[src/rtl/sync_serial_pkg.sv]
// Shared constants of the synchronous serial status and interrupt block.
// Assumes a 32-bit APB master; each register index times four is its byte address.
// Functional notes
// - Transmit runs only while tx_enable is 1
// - Receive runs only while rx_enable is 1
// - Transmit-done request gated by its enable
// - Transmit-empty request gated by its enable
// - One receive enable gates full and overrun
// - Collision request gated by its enable
// - Overrun set on reception while buffer full
// - Overrun keeps old byte, drops new one
// - Overrun flag blocks further reception
// - As master, overrun also blocks transmission
// - Done set on last bit with empty; write clears
// - Empty set while disabled or on load
// - Writing transmit data clears empty flag while transmit is enabled
// - Full set when received byte is stored
// - Reading receive data clears full flag
// - Master select-pin start with pin low: collision
// - Slave select-pin rise mid-transfer: collision
// - Flags cleared by writing 0 after reading 1
// - Receive path is double buffered
// - Idle shifter loads transmit data, back to back
package sync_serial_pkg;

  // Register indices; byte address is four times the index
  localparam logic [15:0] MODE_IDX = 16'hf0e1;
  localparam logic [15:0] ENABLE_IDX = 16'hf0e3;
  localparam logic [15:0] FLAG_IDX = 16'hf0e4;
  localparam logic [15:0] RX_DATA_IDX = 16'hf0e9;
  localparam logic [15:0] TX_DATA_IDX = 16'hf0eb;

  // Enable register fields
  localparam int TX_ENABLE_BIT = 7;
  localparam int RX_ENABLE_BIT = 6;
  localparam int TX_DONE_IRQ_EN_BIT = 3;
  localparam int TX_EMPTY_IRQ_EN_BIT = 2;
  localparam int RX_IRQ_EN_BIT = 1;
  localparam int COLLISION_IRQ_EN_BIT = 0;

  // Flag register fields
  localparam int OVERRUN_BIT = 6;
  localparam int TX_DONE_BIT = 3;
  localparam int TX_EMPTY_BIT = 2;
  localparam int RX_FULL_BIT = 1;
  localparam int COLLISION_BIT = 0;

  // Mode register fields
  localparam int MASTER_SEL_BIT = 0;
  localparam int SELECT_PIN_MODE_BIT = 1;

  // Reset values
  localparam logic [7:0] ENABLE_RESET = 8'h00;
  localparam logic [1:0] MODE_RESET = 2'h0;
  localparam logic [7:0] DATA_RESET = 8'h00;
  localparam logic FLAG_RESET = 1'b0;
  localparam logic TX_EMPTY_RESET = 1'b1;

endpackage

[src/rtl/sync_serial_status_irq.sv]
// Status flags, enables, data registers and interrupt requests of a synchronous serial unit.
// Assumes an external shift engine that reports idle, last bit and byte-received events,
// a synchronous chip-select input and a zero-wait APB master.
//
// Added by the designer: the APB interface to the registers.
`timescale 1ns/100ps
`default_nettype none

module sync_serial_status_irq
(
  input wire logic clk_in,
  input wire logic rst_b_in,
  // APB slave
  input wire logic psel_in,
  input wire logic penable_in,
  input wire logic pwrite_in,
  input wire logic [31:0] paddr_in,
  input wire logic [31:0] pwdata_in,
  output logic [31:0] prdata_out,
  output logic pready_out,
  output logic pslverr_out,
  // Shift engine
  input wire logic shift_idle_in,
  input wire logic xfer_busy_in,
  input wire logic tx_last_bit_in,
  input wire logic rx_done_in,
  input wire logic [7:0] rx_byte_in,
  output logic tx_load_out,
  output logic [7:0] tx_byte_out,
  output logic tx_run_out,
  output logic rx_run_out,
  output logic master_sel_out,
  output logic select_pin_mode_out,
  // Peer select pin
  input wire logic chip_select_pin_in,
  // Interrupt requests
  output logic tx_done_irq_out,
  output logic tx_empty_irq_out,
  output logic rx_full_irq_out,
  output logic overrun_irq_out,
  output logic collision_irq_out
);

  // Matches a bus address against a register index
  function automatic logic addr_hit(input logic [31:0] addr, input logic [15:0] idx);
    addr_hit = (addr == {14'h0000, idx, 2'b00});
  endfunction

  // Software register state
  logic [7:0] irq_enable_reg_ff; // Enables
  logic [1:0] mode_reg_ff; // Master select and select-pin mode
  logic [7:0] tx_data_reg_ff; // Byte waiting for the shifter
  logic [7:0] rx_data_reg_ff; // Last stored received byte
  logic [31:0] prdata_ff; // Read data captured in setup phase
  logic load_ff; // Registered load strobe
  logic [7:0] load_byte_ff; // Byte handed to the shifter
  logic cs_prev_ff; // Select pin one cycle ago

  // Flag state
  logic overrun_flag_ff;
  logic tx_done_flag_ff;
  logic tx_buf_empty_flag_ff;
  logic rx_buf_full_flag_ff;
  logic collision_flag_ff;
  logic [7:0] arm_ff; // Flags seen as 1 by software since last clear

  // Bus decode
  logic setup_ph;
  logic access_ph;
  logic hit_mode;
  logic hit_enable;
  logic hit_flag;
  logic hit_rx;
  logic hit_tx;
  logic mapped;
  logic wr_enable;
  logic wr_mode;
  logic wr_flag;
  logic wr_tx;
  logic rd_rx;
  logic rd_flag;

  // Enable fields
  logic tx_enable;
  logic rx_enable;
  logic tx_done_irq_en;
  logic tx_empty_irq_en;
  logic rx_irq_en;
  logic collision_irq_en;
  logic master_sel;
  logic select_pin_mode;

  // Engine events
  logic start_try; // Idle shifter with a byte to send
  logic start_ok;
  logic start_collide;
  logic rx_take; // Reception counted while enabled
  logic slave_collide;
  logic [7:0] flag_vec; // Flag register image

  assign setup_ph = psel_in && !penable_in;
  assign access_ph = psel_in && penable_in;
  assign hit_mode = addr_hit(paddr_in, sync_serial_pkg::MODE_IDX);
  assign hit_enable = addr_hit(paddr_in, sync_serial_pkg::ENABLE_IDX);
  assign hit_flag = addr_hit(paddr_in, sync_serial_pkg::FLAG_IDX);
  assign hit_rx = addr_hit(paddr_in, sync_serial_pkg::RX_DATA_IDX);
  assign hit_tx = addr_hit(paddr_in, sync_serial_pkg::TX_DATA_IDX);
  assign mapped = hit_mode || hit_enable || hit_flag || hit_rx || hit_tx;
  assign wr_enable = access_ph && pwrite_in && hit_enable;
  assign wr_mode = access_ph && pwrite_in && hit_mode;
  assign wr_flag = access_ph && pwrite_in && hit_flag;
  assign wr_tx = access_ph && pwrite_in && hit_tx;
  assign rd_rx = access_ph && !pwrite_in && hit_rx;
  assign rd_flag = access_ph && !pwrite_in && hit_flag;

  // Zero-wait slave; unmapped addresses answer with an error
  assign pready_out = 1'b1;
  assign pslverr_out = access_ph && !mapped;
  assign prdata_out = prdata_ff;

  assign tx_enable = irq_enable_reg_ff[sync_serial_pkg::TX_ENABLE_BIT];
  assign rx_enable = irq_enable_reg_ff[sync_serial_pkg::RX_ENABLE_BIT];
  assign tx_done_irq_en = irq_enable_reg_ff[sync_serial_pkg::TX_DONE_IRQ_EN_BIT];
  assign tx_empty_irq_en = irq_enable_reg_ff[sync_serial_pkg::TX_EMPTY_IRQ_EN_BIT];
  assign rx_irq_en = irq_enable_reg_ff[sync_serial_pkg::RX_IRQ_EN_BIT];
  assign collision_irq_en = irq_enable_reg_ff[sync_serial_pkg::COLLISION_IRQ_EN_BIT];
  assign master_sel = mode_reg_ff[sync_serial_pkg::MASTER_SEL_BIT];
  assign select_pin_mode = mode_reg_ff[sync_serial_pkg::SELECT_PIN_MODE_BIT];

  // Flag register image; unused bits read as zero
  always_comb
  begin
    flag_vec = 8'h00;
    flag_vec[sync_serial_pkg::OVERRUN_BIT] = overrun_flag_ff;
    flag_vec[sync_serial_pkg::TX_DONE_BIT] = tx_done_flag_ff;
    flag_vec[sync_serial_pkg::TX_EMPTY_BIT] = tx_buf_empty_flag_ff;
    flag_vec[sync_serial_pkg::RX_FULL_BIT] = rx_buf_full_flag_ff;
    flag_vec[sync_serial_pkg::COLLISION_BIT] = collision_flag_ff;
  end

  // Software clear: write 0 to a bit previously read as 1
  function automatic logic sw_clear(input logic wr, input logic [7:0] wdata, input logic [7:0] arm, input int b);
    sw_clear = wr && !wdata[b] && arm[b];
  endfunction

  // Start only when the shifter is idle and data is waiting
  assign start_try = shift_idle_in && tx_enable && !tx_buf_empty_flag_ff && !load_ff;
  // A master with an overrun holds transmission off
  assign start_collide = start_try && select_pin_mode && master_sel && !chip_select_pin_in;
  assign start_ok = start_try && !start_collide && !(master_sel && overrun_flag_ff);
  // Receptions are ignored while disabled or overrun
  assign rx_take = rx_done_in && rx_enable && !overrun_flag_ff;
  // Slave sees the select pin rise during a transfer
  assign slave_collide = select_pin_mode && !master_sel && xfer_busy_in && !cs_prev_ff && chip_select_pin_in;

  assign tx_run_out = tx_enable && !(master_sel && overrun_flag_ff);
  assign rx_run_out = rx_enable && !overrun_flag_ff;
  assign tx_load_out = load_ff;
  assign tx_byte_out = load_byte_ff;
  assign master_sel_out = master_sel;
  assign select_pin_mode_out = select_pin_mode;

  // Requests follow flag AND enable, so they stay up until the flag clears
  assign tx_done_irq_out = tx_done_flag_ff && tx_done_irq_en;
  assign tx_empty_irq_out = tx_buf_empty_flag_ff && tx_empty_irq_en;
  assign rx_full_irq_out = rx_buf_full_flag_ff && rx_irq_en;
  assign overrun_irq_out = overrun_flag_ff && rx_irq_en;
  assign collision_irq_out = collision_flag_ff && collision_irq_en;

  // Read data is captured in the setup phase so the arm bits match what software saw
  always_ff @(posedge clk_in or negedge rst_b_in)
  begin
    if (!rst_b_in)
    begin
      prdata_ff <= 32'h0000_0000;
    end
    else if (setup_ph && !pwrite_in)
    begin
      if (hit_enable)
      begin
        prdata_ff <= {24'h00_0000, irq_enable_reg_ff};
      end
      else if (hit_mode)
      begin
        prdata_ff <= {30'h0000_0000, mode_reg_ff};
      end
      else if (hit_flag)
      begin
        prdata_ff <= {24'h00_0000, flag_vec};
      end
      else if (hit_rx)
      begin
        prdata_ff <= {24'h00_0000, rx_data_reg_ff};
      end
      else if (hit_tx)
      begin
        prdata_ff <= {24'h00_0000, tx_data_reg_ff};
      end
      else
      begin
        // Unmapped reads return zero
        prdata_ff <= 32'h0000_0000;
      end
    end
  end

  // Enable and mode registers
  always_ff @(posedge clk_in or negedge rst_b_in)
  begin
    if (!rst_b_in)
    begin
      irq_enable_reg_ff <= sync_serial_pkg::ENABLE_RESET;
      mode_reg_ff <= sync_serial_pkg::MODE_RESET;
    end
    else
    begin
      if (wr_enable)
      begin
        irq_enable_reg_ff <= pwdata_in[7:0];
      end
      if (wr_mode)
      begin
        mode_reg_ff <= pwdata_in[1:0];
      end
    end
  end

  // Transmit data register and the load strobe to the shifter
  always_ff @(posedge clk_in or negedge rst_b_in)
  begin
    if (!rst_b_in)
    begin
      tx_data_reg_ff <= sync_serial_pkg::DATA_RESET;
      load_ff <= 1'b0;
      load_byte_ff <= sync_serial_pkg::DATA_RESET;
    end
    else
    begin
      load_ff <= start_ok;
      if (start_ok)
      begin
        load_byte_ff <= tx_data_reg_ff;
      end
      if (wr_tx)
      begin
        tx_data_reg_ff <= pwdata_in[7:0];
      end
    end
  end

  // Receive data register; the shifter is free once its byte is stored
  always_ff @(posedge clk_in or negedge rst_b_in)
  begin
    if (!rst_b_in)
    begin
      rx_data_reg_ff <= sync_serial_pkg::DATA_RESET;
    end
    else if (rx_take && !rx_buf_full_flag_ff)
    begin
      // A byte arriving while full is dropped, the old one kept
      rx_data_reg_ff <= rx_byte_in;
    end
  end

  // Select pin history for the edge check
  always_ff @(posedge clk_in or negedge rst_b_in)
  begin
    if (!rst_b_in)
    begin
      cs_prev_ff <= 1'b1;
    end
    else
    begin
      cs_prev_ff <= chip_select_pin_in;
    end
  end

  // Arm bits: a flag read as 1 may then be cleared by writing 0
  always_ff @(posedge clk_in or negedge rst_b_in)
  begin
    if (!rst_b_in)
    begin
      arm_ff <= 8'h00;
    end
    else if (rd_flag)
    begin
      arm_ff <= prdata_ff[7:0];
    end
    else if (wr_flag)
    begin
      // Any bit written as 0 is disarmed; bits written as 1 stay armed
      arm_ff <= arm_ff & pwdata_in[7:0];
    end
  end

  // Overrun flag; set wins over a clear in the same cycle
  always_ff @(posedge clk_in or negedge rst_b_in)
  begin
    if (!rst_b_in)
    begin
      overrun_flag_ff <= sync_serial_pkg::FLAG_RESET;
    end
    else if (rx_take && rx_buf_full_flag_ff)
    begin
      overrun_flag_ff <= 1'b1;
    end
    else if (sw_clear(wr_flag, pwdata_in[7:0], arm_ff, sync_serial_pkg::OVERRUN_BIT))
    begin
      overrun_flag_ff <= 1'b0;
    end
  end

  // Transmit-done flag; a data write also clears it
  always_ff @(posedge clk_in or negedge rst_b_in)
  begin
    if (!rst_b_in)
    begin
      tx_done_flag_ff <= sync_serial_pkg::FLAG_RESET;
    end
    else if (tx_last_bit_in && tx_buf_empty_flag_ff)
    begin
      tx_done_flag_ff <= 1'b1;
    end
    else if (wr_tx || sw_clear(wr_flag, pwdata_in[7:0], arm_ff, sync_serial_pkg::TX_DONE_BIT))
    begin
      tx_done_flag_ff <= 1'b0;
    end
  end

  // Transmit-empty flag; held at 1 while transmit is disabled
  always_ff @(posedge clk_in or negedge rst_b_in)
  begin
    if (!rst_b_in)
    begin
      tx_buf_empty_flag_ff <= sync_serial_pkg::TX_EMPTY_RESET;
    end
    else if (!tx_enable || start_ok)
    begin
      tx_buf_empty_flag_ff <= 1'b1;
    end
    else if (wr_tx || sw_clear(wr_flag, pwdata_in[7:0], arm_ff, sync_serial_pkg::TX_EMPTY_BIT))
    begin
      tx_buf_empty_flag_ff <= 1'b0;
    end
  end

  // Receive-full flag; a read of the receive data clears it
  always_ff @(posedge clk_in or negedge rst_b_in)
  begin
    if (!rst_b_in)
    begin
      rx_buf_full_flag_ff <= sync_serial_pkg::FLAG_RESET;
    end
    else if (rx_take && !rx_buf_full_flag_ff)
    begin
      rx_buf_full_flag_ff <= 1'b1;
    end
    else if (rd_rx || sw_clear(wr_flag, pwdata_in[7:0], arm_ff, sync_serial_pkg::RX_FULL_BIT))
    begin
      rx_buf_full_flag_ff <= 1'b0;
    end
  end

  // Collision flag from either master start or slave select edge
  always_ff @(posedge clk_in or negedge rst_b_in)
  begin
    if (!rst_b_in)
    begin
      collision_flag_ff <= sync_serial_pkg::FLAG_RESET;
    end
    else if (start_collide || slave_collide)
    begin
      collision_flag_ff <= 1'b1;
    end
    else if (sw_clear(wr_flag, pwdata_in[7:0], arm_ff, sync_serial_pkg::COLLISION_BIT))
    begin
      collision_flag_ff <= 1'b0;
    end
  end

endmodule

`default_nettype wire

[config.mk]
export PLATFORM = sky130hd
export DESIGN_NAME = sync_serial_status_irq
export DESIGN_NICKNAME = d
export VERILOG_FILES = /design/src/rtl/sync_serial_pkg.sv /design/src/rtl/sync_serial_status_irq.sv
export SDC_FILE = /design/constraint.sdc
export NUM_CORES = 1
export LEC_CHECK = 0
export BUFFER_PORTS_ARGS = -buffer_cell sky130_fd_sc_hd__buf_4
export CORE_ASPECT_RATIO = 1.25
export CORE_UTILIZATION = 43
export DETAILED_ROUTE_END_ITERATION = 10
export PLACE_DENSITY = 0.86
export SLEW_MARGIN = 20
export SYNTH_ARGS = -nofsm -noshare
export SYNTH_HDL_FRONTEND = slang
export SYNTH_SLANG_ARGS = --single-unit
[constraint.sdc]
create_clock -name clk_in -period 1.5 [get_ports clk_in]
set_input_delay 0.075 -clock clk_in [delete_from_list [all_inputs] [get_ports clk_in]]
set_output_delay 0.075 -clock clk_in [all_outputs]
set_load 0.01 [all_outputs]
==> impl_metrics.json, run 1 <==
{
  "status": "finished with violations",
  "violations": "hold timing",
  "grt_pass1_vias": 2666,
  "routabilityCongestion": 0.8579,
  "fin_crit_ns": 1.481,
  "clockPowerShare_pct": 31.9,
  "clkSlewWorstSetupHoldPaths_ns": 0.09,
  "start_kind": "flop",
  "regArea_sq_um": 1355,
  "critPathKind": "reg2reg",
  "ys_warn_count": 0,
  "synth_top_area_share_pct": 42.82,
  "max_cap_viol_count": 0,
  "slew_headroom_pct": 54.42,
  "slew_viol_final": 0,
  "crit_chain": "nor4bb_4 -> nand2_2 -> buf_6 -> mux2_2",
  "cpPeakStageDelay_ns": 0.43,
  "die_y_um": 96.00,
  "portBuffers": 84,
  "io_pins": 134,
  "rsz0062_at_grt": "yes",
  "yosys-top-cells-count": "dfrtp_1, mux2_2, buf_4",
  "htreeDepth": 2,
  "reg2reg_depth": 4,
  "r2r_start": "tx_load_out$_DFF_PN0_",
  "min_period_over_period_pct": 98.75,
  "synth.distinct_cells": 52,
  "synth-seq-cells": 54,
  "p_comb_share_pct": 13.3,
  "max_freq_ghz": 0.6751,
  "swShare_pct": 24.30,
  "cp-endpoint": "tx_byte_out[2]$_DFFE_PN0P_",
  "dr.pass1.iters": 4,
  "cts.path.max_buffers": 2,
  "cp_max_fo": 7,
  "vias": 2687,
  "row_count": 33,
  "yosysSeqAreaShare_pct": 44.55,
  "antenna_left": 0,
  "antennaDiodeCount": 0,
  "clockRootBuffer": "clkbuf_8",
  "num-nets-final": 493,
  "drtIter0Drc": 262,
  "synth_most_common_cell": "dfrtp_1",
  "pwr-share-seq_pct": 54.8,
  "async_reset_ff_share_pct": 100.0,
  "track_usage_pct": 24.05,
  "ys.flop_type": "dfrtp_1",
  "setup_tns_ns": 0,
  "synth_enable_flop_cells": 0,
  "end_kind": "flop",
  "reg2reg_to": "tx_byte_out[2]$_DFFE_PN0P_",
  "vdd.ir_drop.worst_v": 0.0005790,
  "clock_skew_ns": 0.006592,
  "remaining_drc_errors": 0,
  "nFillCells": 515,
  "power_density_nw_per_um2": 609.4,
  "area_growth_pct": 43.56,
  "leakage_uw": 0.002204,
  "hold_slack_ns": -0.0007760,
  "multiInputGateArea_sq_um": 1583,
  "cts_sinks": 54,
  "slowest_stage": "dfrtp_1",
  "total_power_uw": 2659,
  "die_w_um": 77.20,
  "syn_area_sq_um": 3039,
  "reg2reg_slack_ns": 0.02,
  "drive_gt1_share_pct": 53.16,
  "routed_wl_um": 8623,
  "synth_cells": 263,
  "die_area_sq_um": 7410,
  "hpwl_um": 6545,
  "viasPerCell": 5.385,
  "synthTopCellsByArea": "dfrtp_1, mux2_2, buf_4",
  "hold_viol": 1,
  "grt_max_degree": 55,
  "wl_per_cell_um": 17.28,
  "antenna_found_initial": 0,
  "crit_start": "tx_load_out$_DFF_PN0_",
  "grt-ovfl-total": 0,
  "cts_tree": "done",
  "switchingPower_uw": 646.0,
  "grt_pass1_wl_um": 13580,
  "internal-power_uw": 2013,
  "syn-mean-instance-area_sq_um": 11.56,
  "cp.arrival_ns": 1.68,
  "core_sq_um": 6689,
  "crit_required_ns": 1.70,
  "synth_top_cell_by_area": "dfrtp_1",
  "clk-insertion-delay-late_ns": 0.31,
  "holdPathStages": 2,
  "initial_core_util_pct": 45.44,
  "cts_buffers": 5,
  "setup_viol": 0,
  "hold_path.class": "in2reg",
  "tightest_slew_ns": 0.6837
}
[through the flow]
step                      area (sq um)  setup slack (ns)  hold WS [ns]  instances  utilization, %
after floorplan                   3163           -0.2169       -0.2206        286               -
after global placement            4064           -0.3269        0.1499        475           60.76
after detailed placement          4064           -0.3591        0.1642        475           60.76
after CTS                         4280          0.008791      0.001629        492           63.99
after global routing              4363          -0.02861      0.003402        499           65.23
final                             4363           0.01868    -0.0007760        499           65.23
[flip-flops by register name (all words and copies together) (netlist names), 2 cells and up]
| register | flops |
|---|---|
| rx_data_reg_ff | 8 |
| arm_ff | 5 |
| tx_byte_out | 8 |
| prdata_out | 8 |
| tx_data_reg_ff | 8 |
| irq_enable_reg_ff | 8 |
| mode_reg_ff | 2 |
[cells in the final DEF, fill, tap and decap left out, types with 4 or more instances in the layout]
master	count
buf_4	141
dfrtp_1	51
mux2_2	29
conb_1	25
inv_1	13
mux2_4	10
and2_1	9
nand2_1	8
dlygate4sd3_1	8
nor4_1	7
o22ai_1	7
nand3_1	6
clkbuf_8	6
nor2b_1	4
nor2_1	4
a2111oi_1	4
[layer usage]
metal  track usage, %  share of wire [%]
met5                0                  0
met2            43.73                 52
met3            4.645                6.2
met1            28.37                 40
met4            8.333                1.7
[cell families (layout without fill, tap and decap cells)]
family / Yosys count / in the layout / share of synthesized area, %
muxes: 42 / 42 / 16.43
DFF: 54 / 54 / 44.55
AOI/OAI and AO/OA: 40 / 40 / 9.758
other: 2 / 25 / 0.2471
buffers and inverters: 48 / 174 / 9.180
and+or+nand+nor: 77 / 77 / 19.84
[final cells by class]
class                   count  share of cell area (%)
multi-input cells         184                   36.28
flip-flops and latches     54                   31.06
clock buffers               7                   1.979
well taps                  87                   2.495
repair buffers            152                   26.87
inverters                  14                   1.204
clock inverters             1                  0.1147
[worst min-delay path by stage]
stage                              from  slack, ns                               end
after floorplan                rst_b_in      -0.22             arm_ff[0]$_DFFE_PN0P_
after global placement         rst_b_in       0.15  irq_enable_reg_ff[3]$_DFFE_PN0P_
after detailed placement       rst_b_in       0.16        tx_byte_out[3]$_DFFE_PN0P_
after CTS                 rx_byte_in[1]      0.002     rx_data_reg_ff[1]$_DFFE_PN0P_
after global routing      rx_byte_in[1]      0.003     rx_data_reg_ff[1]$_DFFE_PN0P_
final                     rx_byte_in[3]    -0.0008     rx_data_reg_ff[3]$_DFFE_PN0P_
[worst max-delay path: cells and delay by family, from the launching register on]
family	cells	cell delay (ns)
muxes	1	0.28
DFF	1	0.43
buffers and inverters	1	0.16
and+or+nand+nor	2	0.51
[power by group through the flow]
stage | clock network (uW) | registers [uW] | logic [uW]
global placement | 0 | 1490 | 318
finish | 849 | 1460 | 353
global route | 897 | 1460 | 381
CTS | 856 | 1460 | 344
detailed placement | 0 | 1490 | 327
floorplan | 0 | 1490 | 143
[what timing repair did]
| item | in CTS | in global routing |
|---|---|---|
| hold buffers | 7 | 1 |
| setup endpoints to repair | 19 | 49 |
| endpoints found under the hold margin | 58 | 1 |
| pin swaps | 8 | 7 |
| gates resized for setup | 10 | 8 |
| buffers inserted | 2 | 6 |
Power figures use the tool's default switching activity.
==> inputs of run 2 (changes only) <==
==> constraint.sdc (replaced) <==
create_clock -name clk_in -period 1.5 [get_ports clk_in]
set_input_delay 0.075 -clock clk_in [delete_from_list [all_inputs] [get_ports clk_in]]
set_output_delay 0.075 -clock clk_in [all_outputs]
set_load 0.1 [all_outputs]
==> run 2 against run 1 <==
The run ends with setup timing left; critical path depth rose by 1; sequential share of layout area fell by 0.24 points; wire length rose by 1.6%; power rose by 9.7%; fmax fell by 2.5%; largest power group unchanged; highest routed layer unchanged.
==> impl_metrics.json, run 2 (synthesis gave the netlist of run 1 again) <==
{
  "final_area_sq_um": 4429,
  "cpPeakStageDelay_ns": 0.53,
  "drive_gt1_share_pct": 54.55,
  "cts.path.max_buffers": 2,
  "max_cap_viol_count": 0,
  "hold_path.class": "in2reg",
  "grt_pass1_wl_um": 13460,
  "clockPowerShare_pct": 28.6,
  "utilization_pct": 66.22,
  "cts_tree": "done",
  "hpwl_um": 6823,
  "grt_pass1_vias": 2787,
  "die_w_um": 77.20,
  "cp_num_buf_inv": 1,
  "layout_commonest_cell": "buf_4",
  "num-nets-final": 488,
  "reg2reg_depth": 4,
  "cp.arrival_ns": 1.73,
  "antenna_found_initial": 0,
  "viasPerCell": 5.476,
  "htreeDepth": 2,
  "clkSlewWorstSetupHoldPaths_ns": 0.10,
  "clockRootBuffer": "clkbuf_8",
  "die_area_sq_um": 7410,
  "reg2reg_slack_ns": 0.01,
  "leakage_uw": 0.002212,
  "swShare_pct": 30.70,
  "cts_sinks": 54,
  "die_y_um": 96.00,
  "crit_chain": "buf_6 -> or4b_4 -> or4_4 -> nor3_4 -> mux2_4",
  "drtIter0Drc": 167,
  "routed_wl_um": 8762,
  "max_freq_ghz": 0.6581,
  "remaining_drc_errors": 0,
  "p_comb_share_pct": 21.5,
  "holdPathStages": 2,
  "cts_buffers": 5,
  "path_delay_family": "simple AND/OR/NAND/NOR gates",
  "pwr-share-seq_pct": 49.9,
  "routabilityCongestion": 0.8924,
  "antenna_left": 0,
  "nFillCells": 504,
  "track_usage_pct": 23.57,
  "vias": 2705,
  "clk-insertion-delay-late_ns": 0.31,
  "violations": "setup timing",
  "wl_per_cell_um": 17.74,
  "critPathKind": "in2reg",
  "status": "finished with violations",
  "fin_crit_ns": 1.520,
  "rsz0062_at_grt": "yes",
  "area_growth_pct": 45.74,
  "min_period_over_period_pct": 101.3,
  "cp_max_fo": 2,
  "slew_viol_final": 0,
  "grt_max_degree": 31,
  "crit_required_ns": 1.71,
  "end_kind": "flop",
  "vdd.ir_drop.worst_v": 0.0005283,
  "r2r_start": "arm_ff[6]$_DFFE_PN0P_",
  "setup_viol": 2,
  "dpl_cell_area_sq_um": 4125,
  "worst_slack_ns": -0.01953,
  "switchingPower_uw": 895.7,
  "dr.pass1.iters": 4,
  "reg2reg_to": "overrun_flag_ff$_DFFE_PN0P_",
  "start_kind": "primary input",
  "clock_skew_ns": 0.01224,
  "io_pins": 134,
  "antennaDiodeCount": 0,
  "layout_common_cells": "buf_4, dfrtp_1, mux2_2, conb_1, inv_1",
  "hold_viol": 0,
  "grt-ovfl-total": 0,
  "whs_endpoint": "rx_data_reg_ff[4]$_DFFE_PN0P_",
  "slowest_stage": "or4b_4",
  "hold_start": "rx_byte_in[4]",
  "portBuffers": 84,
  "core_sq_um": 6689,
  "internal-power_uw": 2022,
  "initial_core_util_pct": 45.44,
  "power_density_nw_per_um2": 658.7,
  "row_count": 33
}
## run 2: cell types whose count changed in the layout (fill, tap and decap cells not counted), moves of 2 or more
cell | previous run | this run
buf_4 | 141 | 134
a2111oi_0 | 3 | 6
a2111oi_1 | 4 | 1
dfrtp_4 | 0 | 3
o21ai_1 | 3 | 0
buf_12 | 0 | 2
dfrtp_1 | 51 | 49
nor4b_2 | 2 | 0
nor4b_4 | 2 | 4
o21ai_0 | 3 | 5
## run 2: routing by layer
layer	vias up	part of all wire (%)	GRT usage [%]	routed length (um)
li1	1222	-	-	-
met1	1318	39	27.40	3415
met2	136	52	42.70	4541
met3	29	6.5	4.171	570
met4	0	2.7	10.22	234
met5	-	0	0	0
## run 2: layout make-up
class                           instances  area, sq um  area share [%]
Tap cell                               87        108.9           2.458
Clock inverter                          1        5.005          0.1130
Inverter                               14        52.55           1.186
Sequential cell                        54         1365           30.82
Multi-Input combinational cell        184         1652           37.29
Clock buffer                            7        86.33           1.949
Timing Repair Buffer                  147         1160           26.19
## run 2: how the worst max path moves through the flow
| stage | from | end | slack (ns) | depth (start not counted) |
|---|---|---|---|---|
| 4_1_cts | paddr_in[1] | mode_reg_ff[0]$_DFFE_PN0P_ | -0.03 | 5 |
| 3_3_place_gp | paddr_in[1] | mode_reg_ff[0]$_DFFE_PN0P_ | -0.35 | 5 |
| 6_report | paddr_in[1] | mode_reg_ff[0]$_DFFE_PN0P_ | -0.02 | 5 |
| 5_1_grt | paddr_in[1] | mode_reg_ff[0]$_DFFE_PN0P_ | -0.05 | 5 |
| 3_5_place_dp | paddr_in[1] | mode_reg_ff[0]$_DFFE_PN0P_ | -0.37 | 5 |
| 2_1_floorplan | paddr_in[1] | mode_reg_ff[0]$_DFFE_PN0P_ | -0.22 | 4 |
## run 2: metrics by stage
step / setup slack (ns) / instances / hold WS [ns] / power [uW] / setup TNS [ns]
finish: -0.01953 / 494 / 0.003747 / 2917 / -0.03819
floorplan: -0.2169 / 286 / -0.2206 / 1892 / -2.315
global route: -0.04774 / 494 / 0.001483 / 3017 / -0.1418
CTS: -0.03184 / 488 / 0.0006840 / 2920 / -0.07716
detailed placement: -0.3730 / 471 / 0.04390 / 2079 / -9.770
global placement: -0.3477 / 471 / 0.03755 / 2071 / -8.151
## run 2: power groups by stage
| stage | Combinational, uW | Clock [uW] | Sequential, uW |
|---|---|---|---|
| finish | 626 | 834 | 1460 |
| global route | 651 | 908 | 1460 |
| CTS | 614 | 849 | 1460 |
| detailed placement | 593 | 0 | 1490 |
| global placement | 584 | 0 | 1490 |
| floorplan | 405 | 0 | 1490 |
## run 2: worst register-to-register path, cell delays in order (launching register included)
cell,delay (ns)
dfrtp_1,0.35
inv_2,0.04
or3_1,0.35
or4_4,0.43
a32o_1,0.22
## run 2: timing repair
action / 4_1_cts / 5_1_grt
hold endpoints to repair: 35 / 0
buffers inserted: 1 / 6
pin swaps: 4 / 4
gates cloned: 0 / 0
hold buffers: 8 / 0
resized for setup: 7 / 11
endpoints found under the setup margin: 16 / 38
